File: config.mk
export PLATFORM = sky130hd
export DESIGN_NAME = cdb_top
export DESIGN_NICKNAME = d
export VERILOG_FILES = /design/src/shared/cdb_pkg.sv /design/src/hw/cdb_divider.sv /design/src/hw/cdb_top.sv
export SDC_FILE = /design/constraint.sdc
export NUM_CORES = 1
export LEC_CHECK = 0
export BUFFER_PORTS_ARGS = -buffer_cell sky130_fd_sc_hd__buf_4
export CORE_MARGIN = 5
export CORE_UTILIZATION = 55
export CTS_CLUSTER_DIAMETER = 120
export DETAILED_ROUTE_END_ITERATION = 8
export PLACE_DENSITY = 0.81
export SLEW_MARGIN = 20
export SYNTH_ARGS = -nofsm -noshare
export SYNTH_HDL_FRONTEND = slang
export SYNTH_SLANG_ARGS = --single-unit
File: constraint.sdc
create_clock -name clk -period 3.4 [get_ports clk]
set_input_delay 0.68 -clock clk [delete_from_list [all_inputs] [get_ports clk]]
set_output_delay 0.68 -clock clk [all_outputs]
set_load 0.02 [all_outputs]
File: src/shared/cdb_pkg.sv
package cdb_pkg;

  // Register byte offsets
  localparam logic [7:0] AUX1_OFS   = 8'h00;
  localparam logic [7:0] DIV_OFS    = 8'h04;
  localparam logic [7:0] PORT2_MODE_REG_ONE_OFS   = 8'h08;
  localparam logic [7:0] IEN0_OFS   = 8'h0C;
  localparam logic [7:0] POWER_CONTROL_REG_OFS   = 8'h10;
  localparam logic [7:0] STAT_OFS   = 8'h14;
  localparam logic [7:0] MASK_OFS   = 8'h18;
  localparam logic [7:0] STATE_OFS  = 8'h1C;

  // Field positions
  localparam int BOI_SEL_BIT   = 5;
  localparam int BO_DIS_BIT    = 6;
  localparam int CLKOUT_EN_BIT = 6;
  localparam int GIE_BIT       = 7;
  localparam int BO_IE_BIT     = 5;
  localparam int BO_FLAG_BIT   = 5;
  localparam int ST_BO_BIT     = 0;
  localparam int ST_WAKE_BIT   = 1;

  // Reset values
  localparam logic [7:0] DIV_RST  = 8'h00;
  localparam logic [1:0] STAT_RST = 2'h0;
  localparam logic [1:0] MASK_RST = 2'h0;

  // Cycle counts
  localparam logic [10:0] WAKE_XTAL_CLKS = 11'h400;
  localparam logic [10:0] WAKE_RC_CLKS   = 11'h100;
  localparam logic [2:0]  CLKOUT_HALF    = 3'h3;
  localparam logic [2:0]  MC_CLKS        = 3'h6;
  localparam logic [1:0]  CFG_SETTLE     = 2'h3;

  typedef enum logic [2:0] {
    OSC_LF_XTAL,
    OSC_MF_XTAL,
    OSC_HF_XTAL,
    OSC_INT_RC,
    OSC_EXT_CLK
  } cdb_osc_t;

  typedef struct packed {
    cdb_osc_t osc_sel;
    logic     compat_halve_clock_cfg;
    logic     brownout_level_select;
  } cdb_cfg_t;

  typedef struct packed {
    logic        psel;
    logic        penable;
    logic        pwrite;
    logic [7:0]  paddr;
    logic [31:0] pwdata;
  } cdb_apb_req_t;

  typedef struct packed {
    logic [31:0] prdata;
    logic        pready;
    logic        pslverr;
  } cdb_apb_rsp_t;

endpackage

File: src/hw/cdb_divider.sv
`timescale 1ns/10ps
module cdb_divider
  import cdb_pkg::*;
(
  input  wire logic        clk,
  input  wire logic        srst,
  input  wire logic [10:0] period,
  output logic             tick
);

  logic [10:0] cnt;
  logic [10:0] cur;

  // New period taken only at a wrap, so no short CPU clock appears
  always_ff @(posedge clk)
  begin
    if (srst)
    begin
      cnt  <= 11'h000;
      cur  <= 11'h001;
      tick <= 1'b0;
    end
    else if (cnt >= cur - 11'h001)
    begin
      cnt  <= 11'h000;
      cur  <= period; // [RQ18] [RQ6]
      tick <= 1'b1;
    end
    else
    begin
      cnt  <= cnt + 11'h001;
      tick <= 1'b0;
    end
  end

  period_edge_a: assert property (@(posedge clk) disable iff (srst) // [RQ18]
    (cur != $past(cur)) |-> (cnt == 11'h000 && tick))
    else $error("divider period changed mid period");

endmodule

File: src/hw/cdb_top.sv
// Overview of operation
// RQ1: Oscillator source comes from nonvolatile strap, never from writes.
// RQ2: External clock mode is static down to stop; second pin freed.
// RQ3: Six CPU clocks per machine cycle; compat bit halves the CPU clock.
// RQ4: Divider zero gives oscillator rate, or half with compat bit.
// RQ5: Divider value N from 1 to 255 divides by two times N plus one.
// RQ6: Divider may be rewritten any time without stopping execution.
// RQ7: Clock out only for RC or external source, enabled, oscillator on.
// RQ8: Clock output runs at one sixth of the CPU clock.
// RQ9: Brownout resets by default; select bit turns it into an interrupt.
// RQ10: Two thresholds; trip stays active while supply is below threshold.
// RQ11: In reset mode the CPU is held in reset while trip stays.
// RQ12: In interrupt mode one request only on the falling supply crossing.
// RQ13: Brownout interrupt served only with global and brownout enables set.
// RQ14: Any brownout sets a sticky flag cleared only by software.
// RQ15: Level strap one picks the low threshold, zero picks the high one.
// RQ16: Brownout disable bit turns the detector off entirely.
// RQ17: Wakeup waits 1024 CPU clocks for crystals, 256 for RC or external.
// RQ18: Divider change applied only at a divided period boundary.
//
// Implementation choices: the APB interface to the registers and the register addresses.
`timescale 1ns/10ps
module cdb_top
  import cdb_pkg::*;
(
  input  wire logic   clk,
  input  wire logic   srst,
  input  cdb_apb_req_t apb_req,
  output cdb_apb_rsp_t apb_rsp,
  input  wire logic [2:0] nv_osc_sel_pin,
  input  wire logic   nv_compat_pin,
  input  wire logic   nv_level_pin,
  input  wire logic   bo_trip_low_pin,
  input  wire logic   bo_trip_high_pin,
  input  wire logic   osc_running,
  input  wire logic   wake_start,
  input  wire logic   irq_ack,
  output logic        cpu_clk_tick,
  output logic        machine_cycle_tick,
  output logic        clock_output_pin_o,
  output logic        clock_output_pin_oe,
  output logic        osc_out_port_free,
  output logic        bo_detector_enable,
  output logic        cpu_reset_hold,
  output logic        brownout_irq_req,
  output logic        cpu_run,
  output logic        irq
);

  logic [4:0]  cfg_s1;
  logic [4:0]  cfg_s2;
  logic [1:0]  cfg_wait;
  cdb_cfg_t    cfg;
  logic [1:0]  trip_s1;
  logic [1:0]  trip_s2;
  logic        aux_irq_select;
  logic        aux_disable;
  logic [7:0]  cpu_clock_divider_value;
  logic        clock_output_enable;
  logic        ien_global;
  logic        ien_bo;
  logic        brownout_occurred_flag;
  logic [1:0]  int_status;
  logic [1:0]  int_mask;
  logic        bo_trip;
  logic        bo_pend;
  logic        bo_pend_src;
  logic [10:0] period;
  logic        div_tick;
  logic [2:0]  mc_cnt;
  logic [2:0]  co_cnt;
  logic [10:0] wake_cnt;
  logic        src_rc_ext;
  logic        wr_en;
  logic        bo_rise;
  logic        wake_done;
  logic [10:0] wake_lim;
  logic [10:0] next_period;
  logic [31:0] next_rdata;
  logic        next_err;

  // Straps and analog trip levels arrive from outside the clock domain
  always_ff @(posedge clk)
  begin
    if (srst)
    begin
      cfg_s1  <= 5'h00;
      cfg_s2  <= 5'h00;
      trip_s1 <= 2'h0;
      trip_s2 <= 2'h0;
    end
    else
    begin
      cfg_s1  <= {nv_osc_sel_pin, nv_compat_pin, nv_level_pin};
      cfg_s2  <= cfg_s1;
      trip_s1 <= {bo_trip_low_pin, bo_trip_high_pin};
      trip_s2 <= trip_s1;
    end
  end

  // Configuration loaded on the first three cycles after reset, then held; software has no path to it
  always_ff @(posedge clk)
  begin
    if (srst)
    begin
      cfg_wait <= 2'h0;
      cfg      <= '{OSC_INT_RC, 1'b0, 1'b1};
    end
    else if (cfg_wait != CFG_SETTLE)
    begin
      cfg_wait <= cfg_wait + 2'h1;
      cfg      <= '{cdb_osc_t'(cfg_s2[4:2]), cfg_s2[1], cfg_s2[0]}; // [RQ1]
    end
  end

  assign src_rc_ext = (cfg.osc_sel == OSC_INT_RC) ||
                      (cfg.osc_sel == OSC_EXT_CLK);
  assign wr_en   = apb_req.psel & apb_req.penable & apb_rsp.pready &
                   apb_req.pwrite;
  assign bo_rise = bo_trip & ~bo_pend_src;

  // APB read mux and decode, answered one cycle after setup
  always_comb
  begin
    next_rdata = 32'h0000_0000;
    next_err   = 1'b0;
    if (apb_req.paddr == AUX1_OFS)
    begin
      next_rdata[BOI_SEL_BIT] = aux_irq_select;
      next_rdata[BO_DIS_BIT]  = aux_disable;
    end
    else if (apb_req.paddr == DIV_OFS)
      next_rdata[7:0] = cpu_clock_divider_value;
    else if (apb_req.paddr == PORT2_MODE_REG_ONE_OFS)
      next_rdata[CLKOUT_EN_BIT] = clock_output_enable;
    else if (apb_req.paddr == IEN0_OFS)
    begin
      next_rdata[GIE_BIT]   = ien_global;
      next_rdata[BO_IE_BIT] = ien_bo;
    end
    else if (apb_req.paddr == POWER_CONTROL_REG_OFS)
      next_rdata[BO_FLAG_BIT] = brownout_occurred_flag;
    else if (apb_req.paddr == STAT_OFS)
      next_rdata[1:0] = int_status;
    else if (apb_req.paddr == MASK_OFS)
      next_rdata[1:0] = int_mask;
    else if (apb_req.paddr == STATE_OFS)
      next_rdata[7:0] = {bo_pend, cpu_run, bo_trip, cfg};
    else
      next_err = 1'b1;
  end

  always_ff @(posedge clk)
  begin
    if (srst)
      apb_rsp <= '0;
    else if (apb_req.psel & ~apb_req.penable)
    begin
      apb_rsp.pready  <= 1'b1;
      apb_rsp.pslverr <= next_err;
      apb_rsp.prdata  <= apb_req.pwrite ? 32'h0000_0000 : next_rdata;
    end
    else
      apb_rsp <= '0;
  end

  // Control registers
  always_ff @(posedge clk)
  begin
    if (srst)
    begin
      aux_irq_select          <= 1'b0;
      aux_disable             <= 1'b0;
      cpu_clock_divider_value <= DIV_RST;
      clock_output_enable     <= 1'b0;
      ien_global              <= 1'b0;
      ien_bo                  <= 1'b0;
      int_mask                <= MASK_RST;
    end
    else if (wr_en)
    begin
      if (apb_req.paddr == AUX1_OFS)
      begin
        aux_irq_select <= apb_req.pwdata[BOI_SEL_BIT]; // [RQ9]
        aux_disable    <= apb_req.pwdata[BO_DIS_BIT];
      end
      else if (apb_req.paddr == DIV_OFS)
        cpu_clock_divider_value <= apb_req.pwdata[7:0]; // [RQ6]
      else if (apb_req.paddr == PORT2_MODE_REG_ONE_OFS)
        clock_output_enable <= apb_req.pwdata[CLKOUT_EN_BIT];
      else if (apb_req.paddr == IEN0_OFS)
      begin
        ien_global <= apb_req.pwdata[GIE_BIT];
        ien_bo     <= apb_req.pwdata[BO_IE_BIT];
      end
      else if (apb_req.paddr == MASK_OFS)
        int_mask <= apb_req.pwdata[1:0];
    end
  end

  // Brownout detection; level strap 1 picks the lower threshold
  always_ff @(posedge clk)
  begin
    if (srst)
    begin
      bo_trip            <= 1'b0;
      bo_pend_src        <= 1'b0;
      bo_detector_enable <= 1'b0;
      cpu_reset_hold     <= 1'b0;
    end
    else
    begin
      bo_detector_enable <= ~aux_disable; // [RQ16]
      bo_trip <= ~aux_disable & (cfg.brownout_level_select ? // [RQ15] [RQ10]
                 trip_s2[1] : trip_s2[0]);
      bo_pend_src    <= bo_trip;
      cpu_reset_hold <= bo_trip & ~aux_irq_select; // [RQ11] [RQ9]
    end
  end

  // Sticky flags: a new event wins over a clear in the same cycle
  always_ff @(posedge clk)
  begin
    if (srst)
    begin
      brownout_occurred_flag <= 1'b0;
      int_status             <= STAT_RST;
    end
    else
    begin
      if (bo_rise)
        brownout_occurred_flag <= 1'b1; // [RQ14]
      else if (wr_en && apb_req.paddr == POWER_CONTROL_REG_OFS &&
               apb_req.pwdata[BO_FLAG_BIT])
        brownout_occurred_flag <= 1'b0;
      for (int i = 0; i < 2; i++)
      begin
        if ((i == ST_BO_BIT && bo_rise) || (i == ST_WAKE_BIT && wake_done))
          int_status[i] <= 1'b1;
        else if (wr_en && apb_req.paddr == STAT_OFS && apb_req.pwdata[i])
          int_status[i] <= 1'b0;
      end
    end
  end

  // One request per crossing, held until the CPU acknowledges it
  always_ff @(posedge clk)
  begin
    if (srst)
    begin
      bo_pend          <= 1'b0;
      brownout_irq_req <= 1'b0;
      irq              <= 1'b0;
    end
    else
    begin
      if (bo_rise & aux_irq_select)
        bo_pend <= 1'b1; // [RQ12]
      else if (irq_ack)
        bo_pend <= 1'b0;
      brownout_irq_req <= bo_pend & ien_global & ien_bo; // [RQ13]
      irq <= |(int_status & int_mask);
    end
  end

  // Divide factor: 1 or 2*(N+1), doubled again in compatibility timing
  always_comb
  begin
    if (cpu_clock_divider_value == 8'h00)
      next_period = 11'h001; // [RQ4]
    else
      next_period = {2'h0, cpu_clock_divider_value, 1'b0} + 11'h002; // [RQ5]
    if (cfg.compat_halve_clock_cfg)
      next_period = {next_period[9:0], 1'b0}; // [RQ3]
  end

  always_ff @(posedge clk)
  begin
    if (srst)
      period <= 11'h001;
    else
      period <= next_period;
  end

  // Ticks rather than a gated clock keep the design static at any rate
  cdb_divider u_div // [RQ2] [RQ18]
  (
    .clk    (clk),
    .srst   (srst),
    .period (period),
    .tick   (div_tick)
  );

  always_ff @(posedge clk)
  begin
    if (srst)
    begin
      cpu_clk_tick       <= 1'b0;
      machine_cycle_tick <= 1'b0;
      mc_cnt             <= 3'h0;
    end
    else
    begin
      cpu_clk_tick       <= div_tick;
      machine_cycle_tick <= div_tick && mc_cnt == MC_CLKS - 3'h1; // [RQ3]
      if (div_tick)
        mc_cnt <= (mc_cnt == MC_CLKS - 3'h1) ? 3'h0 : mc_cnt + 3'h1;
    end
  end

  // Clock output toggles every third CPU clock: one sixth of its rate
  always_ff @(posedge clk)
  begin
    if (srst)
    begin
      co_cnt              <= 3'h0;
      clock_output_pin_o  <= 1'b0;
      clock_output_pin_oe <= 1'b0;
      osc_out_port_free   <= 1'b0;
    end
    else
    begin
      clock_output_pin_oe <= clock_output_enable & src_rc_ext &
                             osc_running; // [RQ7]
      osc_out_port_free <= src_rc_ext & ~clock_output_enable; // [RQ2]
      if (!clock_output_enable || !src_rc_ext)
      begin
        co_cnt             <= 3'h0;
        clock_output_pin_o <= 1'b0;
      end
      else if (div_tick)
      begin
        if (co_cnt == CLKOUT_HALF - 3'h1)
        begin
          co_cnt             <= 3'h0;
          clock_output_pin_o <= ~clock_output_pin_o; // [RQ8]
        end
        else
          co_cnt <= co_cnt + 3'h1;
      end
    end
  end

  // Oscillator settling count after a power-down wakeup
  assign wake_lim  = src_rc_ext ? WAKE_RC_CLKS : WAKE_XTAL_CLKS;
  assign wake_done = ~cpu_run & div_tick & (wake_cnt == wake_lim - 11'h001);

  always_ff @(posedge clk)
  begin
    if (srst)
    begin
      cpu_run  <= 1'b1;
      wake_cnt <= 11'h000;
    end
    else if (wake_start)
    begin
      cpu_run  <= 1'b0;
      wake_cnt <= 11'h000;
    end
    else if (wake_done)
      cpu_run <= 1'b1; // [RQ17]
    else if (!cpu_run && div_tick)
      wake_cnt <= wake_cnt + 11'h001;
  end

  reset_hold_a: assert property (@(posedge clk) disable iff (srst) // [RQ11]
    (bo_trip && !aux_irq_select) |=> cpu_reset_hold)
    else $error("brownout reset not held");

  bo_flag_set_a: assert property (@(posedge clk) disable iff (srst) // [RQ14]
    bo_rise |=> brownout_occurred_flag && int_status[ST_BO_BIT])
    else $error("brownout flag not set");

  single_irq_a: assert property (@(posedge clk) disable iff (srst) // [RQ12]
    (!bo_pend ##1 bo_pend) |-> $past(bo_rise && aux_irq_select))
    else $error("brownout request without a crossing");

  irq_gate_a: assert property (@(posedge clk) disable iff (srst) // [RQ13]
    brownout_irq_req |-> $past(ien_global && ien_bo && bo_pend))
    else $error("brownout request raised while disabled");

  bo_off_a: assert property (@(posedge clk) disable iff (srst) // [RQ16]
    aux_disable |=> (!bo_trip && !bo_detector_enable))
    else $error("detector active while disabled");

  clkout_off_a: assert property (@(posedge clk) disable iff (srst) // [RQ7]
    (!clock_output_enable || !osc_running) |=> !clock_output_pin_oe)
    else $error("clock output driven while disabled");

  mc_align_a: assert property (@(posedge clk) disable iff (srst) // [RQ3]
    machine_cycle_tick |-> cpu_clk_tick && $past(mc_cnt) == 3'h5)
    else $error("machine cycle not on sixth CPU clock");

  wake_wait_a: assert property (@(posedge clk) disable iff (srst) // [RQ17]
    $fell(cpu_run) |-> !cpu_run [*8])
    else $error("execution resumed too early after wakeup");

endmodule

==> Implementation_results.wiki <==
{| class="wikitable"
! Metric !! Value
|-
| Run status || finished, final reports clean
|-
| Clock buffer count from CTS || 17
|-
| Gate power share || 20.5%
|-
| Gates resized, CTS repair || 0
|-
| Maximum number of pins on one net before global-route repair || slightly below 80
|-
| Capture point of the critical path || u_div.cnt[0]$_SDFF_PP0_
|-
| Total Negative Setup Slacks || 0 ns
|-
| Dpl hpwl || roughly 7800 um
|-
| Clock tree from TritonCTS || built
|-
| Length in cells of the worst reg-to-reg path || 12
|-
| Worst setup path startpoint || u_div.cur[0]$_SDFFE_PP1P_
|-
| Die area || 11,300 sq um
|-
| Ordered cell list for the critical path || inv_1 > ha_1 > inv_1 > or4_1 > xor2_1 > ha_1 > o21a_1 > o211ai_1 > and2_1 > nor2_1 > buf_4 > nor3_1
|-
| Endpoints failing hold || 0
|-
| Site row count || 35
|-
| Class of the most critical setup path || flop to flop
|-
| Crit path time final || roughly 3 ns
|-
| Worst VDD drop || 670.8 uV
|-
| Cell with the largest stage delay on the worst path || or4_1
|-
| Total setup violations reported at the end of the flow || 0
|-
| Clock root buffer master || clkbuf_8
|-
| Endpoint class of the critical path || flop
|-
| Starting density of the core || 55.71%
|-
| CTS clk-pin slew, worst paths || 0.05 ns
|-
| Final design area excluding fillers || slightly above 6000 sq um
|-
| Max-slew violation total from the final report || 0
|-
| Number of global-route vias before repair || around 4,200
|-
| CP Launch Type || flop
|-
| Post-synth EDFFs || 0
|-
| Core area || around 9200 sq um
|-
| Vias per cell || 5.641
|-
| Crit path depth || 12
|-
| Grt ovf || 0
|-
| Worst min path class || input pin to flop
|-
| Wire length of the first global-routing pass || about 20,000 um
|-
| Wirelength, routed || 11,880 um
|-
| Power per unit of standard cell area || 687.5 nW/um^2
|-
| Headroom to the max-slew limit || 32.20%
|-
| Number of remaining DRC errors || 0
|-
| Buffers inserted by post-CTS timing repair || 0
|-
| CTS H-tree depth || 4
|-
| Slack of the worst reg-to-reg path || 0.41 ns
|-
| Hold Worst Slack || ~0.37 ns
|-
| Number of antenna repair diodes || 0
|-
| Setup Skew || 0.006753 ns
|-
| Clock latency at the later pin of the worst-skew pair || 0.52 ns
|-
| Data required, critical path || ~3.8 ns
|-
| Height of the chip || 106.3 um
|-
| CP arrival || 3.41 ns
|-
| Port bufs || 50
|-
| Hold-fix buffers at CTS || 0
|-
| Count of different cell masters after synthesis || 55
|-
| Sequential element share of the synthesized area || 44.37%
|-
| Cell count after synthesis || 572
|-
| Total number of yosys warnings || 0
|-
| Final weighted congestion in routability-driven placement || 0.8375
|-
| RR Endpoint || u_div.cnt[0]$_SDFF_PP0_
|-
| Total number of vias || 4,180
|-
| Sink count of the clock tree || 113
|-
| Mean area per synthesized cell || just under 9 sq um
|-
| Violation count after the first detailed-route iteration || 254
|-
| Antenna Violating Nets Remaining || 0
|-
| Crit Reg-Reg Startpoint || u_div.cur[0]$_SDFFE_PP1P_
|-
| Critical Path Fanout Max || 12
|-
| Cell area after placement || 5433 sq um
|-
| Share of post-route cells with drive strength above 1 || ~15%
|-
| Power dissipated by switching net loads || 0.001280 W
|-
| Final routed wire length divided by cell count || ~16 um
|-
| Clock power share || 44.8%
|-
| Die Width || 106.3 um
|-
| Global router's overall resource usage || 21.60%
|-
| Critical path buffer and inverter count || 3
|-
| Setup repair after global routing missed its margin || no
|-
| Internal power summed over all cells || 0.002888 W
|-
| Worst path max stage delay || 0.49 ns
|-
| Count of boundary I/O pins || 99
|-
| Timing-limited maximum frequency || 334.7 MHz
|-
| Total iterations of the first detailed-routing run || 5
|-
| Total standard cell area after synthesis || 5099 sq um
|-
| Net count, final || 689
|-
| FFs w/ async S/R, synth || 0%
|-
| Switching part of the total || 30.71%
|-
| Reported leakage power || 2.357 nW
|-
| # placed instances || between 700 and 800
|-
| Antenna violations before repair || 0
|-
| Reg power frac || 34.7%
|-
| Final clock period utilization by the worst path || between 80 and 90%
|-
| Most used DFF post-synth || dfxtp_1
|-
| Tightest Pin Transition || 1.015 ns
|-
| Synthesis-stage register bit count || 113
|-
| Total power of the final layout || around 0.0042 W
|-
| Growth of design area from synthesis to finish || 18.92%
|-
| Clk buf depth || 2
|-
| Gate family responsible for the most delay along the worst path || simple AND/OR/NAND/NOR gates
|-
| Post-route insts no fill || ~740
|-
| Max-cap violations || 0
|}
==> kinds of logic after synthesis <==
| family | count (synthesis) | share of synthesized area (%) |
|---|---|---|
| multiplexers | 31 | 6.159 |
| other | 1 | 0.07355 |
| flip-flops | 113 | 44.37 |
| buffers and inverters | 66 | 6.699 |
| AO/OA/AOI/OAI | 95 | 11.46 |
| AND/OR/NAND/NOR | 220 | 22.09 |
| adder cells (fa/ha/maj) | 17 | 4.172 |
| XOR/XNOR | 29 | 4.982 |
==> registers in the layout, indices dropped and copies added (netlist names), 2 cells and up <==
register                 flops
trip_s2                      2
u_div.cur                   11
cpu_clock_divider_value      8
co_cnt                       3
int_status                   2
u_div.cnt                   11
trip_s1                      2
period                      11
wake_cnt                    11
cfg_s1                       5
int_mask                     2
apb_rsp                     10
mc_cnt                       3
cfg_wait                     2
cfg                          5
cfg_s2                       5
==> per-stage QoR <==
stage,util [%],setup WS (ns)
floorplan,-,0.8370
global placement,59.36,0.5946
finish,66.25,0.4119
detailed placement,59.36,0.4617
global route,66.25,0.1853
CTS,66.25,0.4263
==> metal layers <==
| layer | track usage [%] | part of all wire, % | up-vias |
|---|---|---|---|
| met3 | 6.072 | 5.6 | 33 |
| met1 | 25.43 | 41 | 1971 |
| met5 | 0 | 0 | - |
| met4 | 7.863 | 2.8 | 0 |
| li1 | - | - | 2041 |
| met2 | 37.42 | 51 | 135 |
==> cell usage after synthesis (all sizes together) (2+ instances only) <==
library cell  count  area, sq um
xor2             16        140.1
and3              4        25.02
o21ai            23        115.1
a31oi             3        18.77
inv              17        63.81
clkbuf           21        78.83
buf              27        195.2
nand3b            5        37.54
nor3b             5        37.54
or4               6        45.04
a211oi            4        35.03
xnor2            13        113.9
nand2b            5        31.28
or2               3        18.77
nor2             61        229.0
mux2i            28        280.3
a22oi             4        30.03
ha               17        212.7
nand4             5        31.28
a21oi            37        185.2
o22ai             2        12.51
and2              3        18.77
o211ai            3        22.52
nand3            27        135.1
o31ai             6        45.04
nand2            36        135.1
dfxtp           113         2262
mux2              3        33.78
nor2b            20        125.1
or3               5        31.28
nor4              5        37.53
nor3             24        131.4
and4              3        26.28
==> final cells by class <==
cell class              instances  area (sq um)
clock buffers                  18         427.9
flip-flops and latches        113          2262
inverters                      18         67.56
multi-input cells             416          2581
well taps                     111         138.9
repair buffers                 51         382.9
clock inverters                14         202.7
fillers                       689          3089
==> worst register-to-register path, stage by stage (launching register included) <==
cell and delay (ns):
dfxtp_1 0.32, inv_1 0.15, ha_1 0.26, inv_1 0.08, or4_1 0.49, xor2_1 0.16, ha_1 0.28, o21a_1 0.10
o211ai_1 0.20, and2_1 0.39, nor2_1 0.10, buf_4 0.19, nor3_1 0.19
==> power by group through the flow <==
stage	logic (W)	registers, W	clock network (W)
floorplan	0.000671	0.00145	0
global placement	0.000793	0.00147	0
detailed placement	0.000824	0.00147	0
CTS	0.000847	0.00144	0.00188
global route	0.000951	0.00146	0.00195
finish	0.000854	0.00145	0.00187
==> cell usage in the layout, fill, tap and decap left out, types with 2 or more instances in the layout <==
cell type / instances
inv_1: 17
nand3b_1: 5
nor3b_1: 5
nor2_1: 61
xor2_1: 16
mux2i_1: 28
and4_1: 3
o21ai_0: 23
nor4_1: 4
o31ai_1: 6
buf_4: 51
ha_1: 17
dfxtp_1: 113
and2_1: 3
conb_1: 24
nand4_1: 5
nor2b_1: 20
and3_1: 4
bufinv_16: 4
nand2b_1: 5
nor3_1: 23
nand3_1: 27
a21oi_1: 37
clkbuf_16: 16
a211oi_1: 3
inv_6: 3
o22ai_1: 2
mux2_2: 3
a31oi_1: 3
clkbuf_8: 2
nand2_1: 36
xnor2_1: 13
or3_1: 5
a22oi_1: 4
clkinv_4: 5
or2_2: 3
or4_1: 6
o211ai_1: 3
==> how the worst min path moves through the flow <==
stage / startpoint / end / slack, ns / cells past startpoint
after floorplan: cfg_s1[0]$_SDFF_PP0_ / cfg_s2[0]$_SDFF_PP0_ / 0.41 / 1
after global placement: trip_s1[1]$_SDFF_PP0_ / trip_s2[1]$_SDFF_PP0_ / 0.42 / 1
after detailed placement: trip_s1[0]$_SDFF_PP0_ / trip_s2[0]$_SDFF_PP0_ / 0.43 / 1
after CTS: wake_start / cpu_run$_SDFFE_PP1P_ / 0.36 / 2
after global routing: bo_trip_high_pin / trip_s1[0]$_SDFF_PP0_ / 0.38 / 2
final: wake_start / cpu_run$_SDFFE_PP1P_ / 0.37 / 2
No activity file was read; power rests on OpenSTA's default activity.
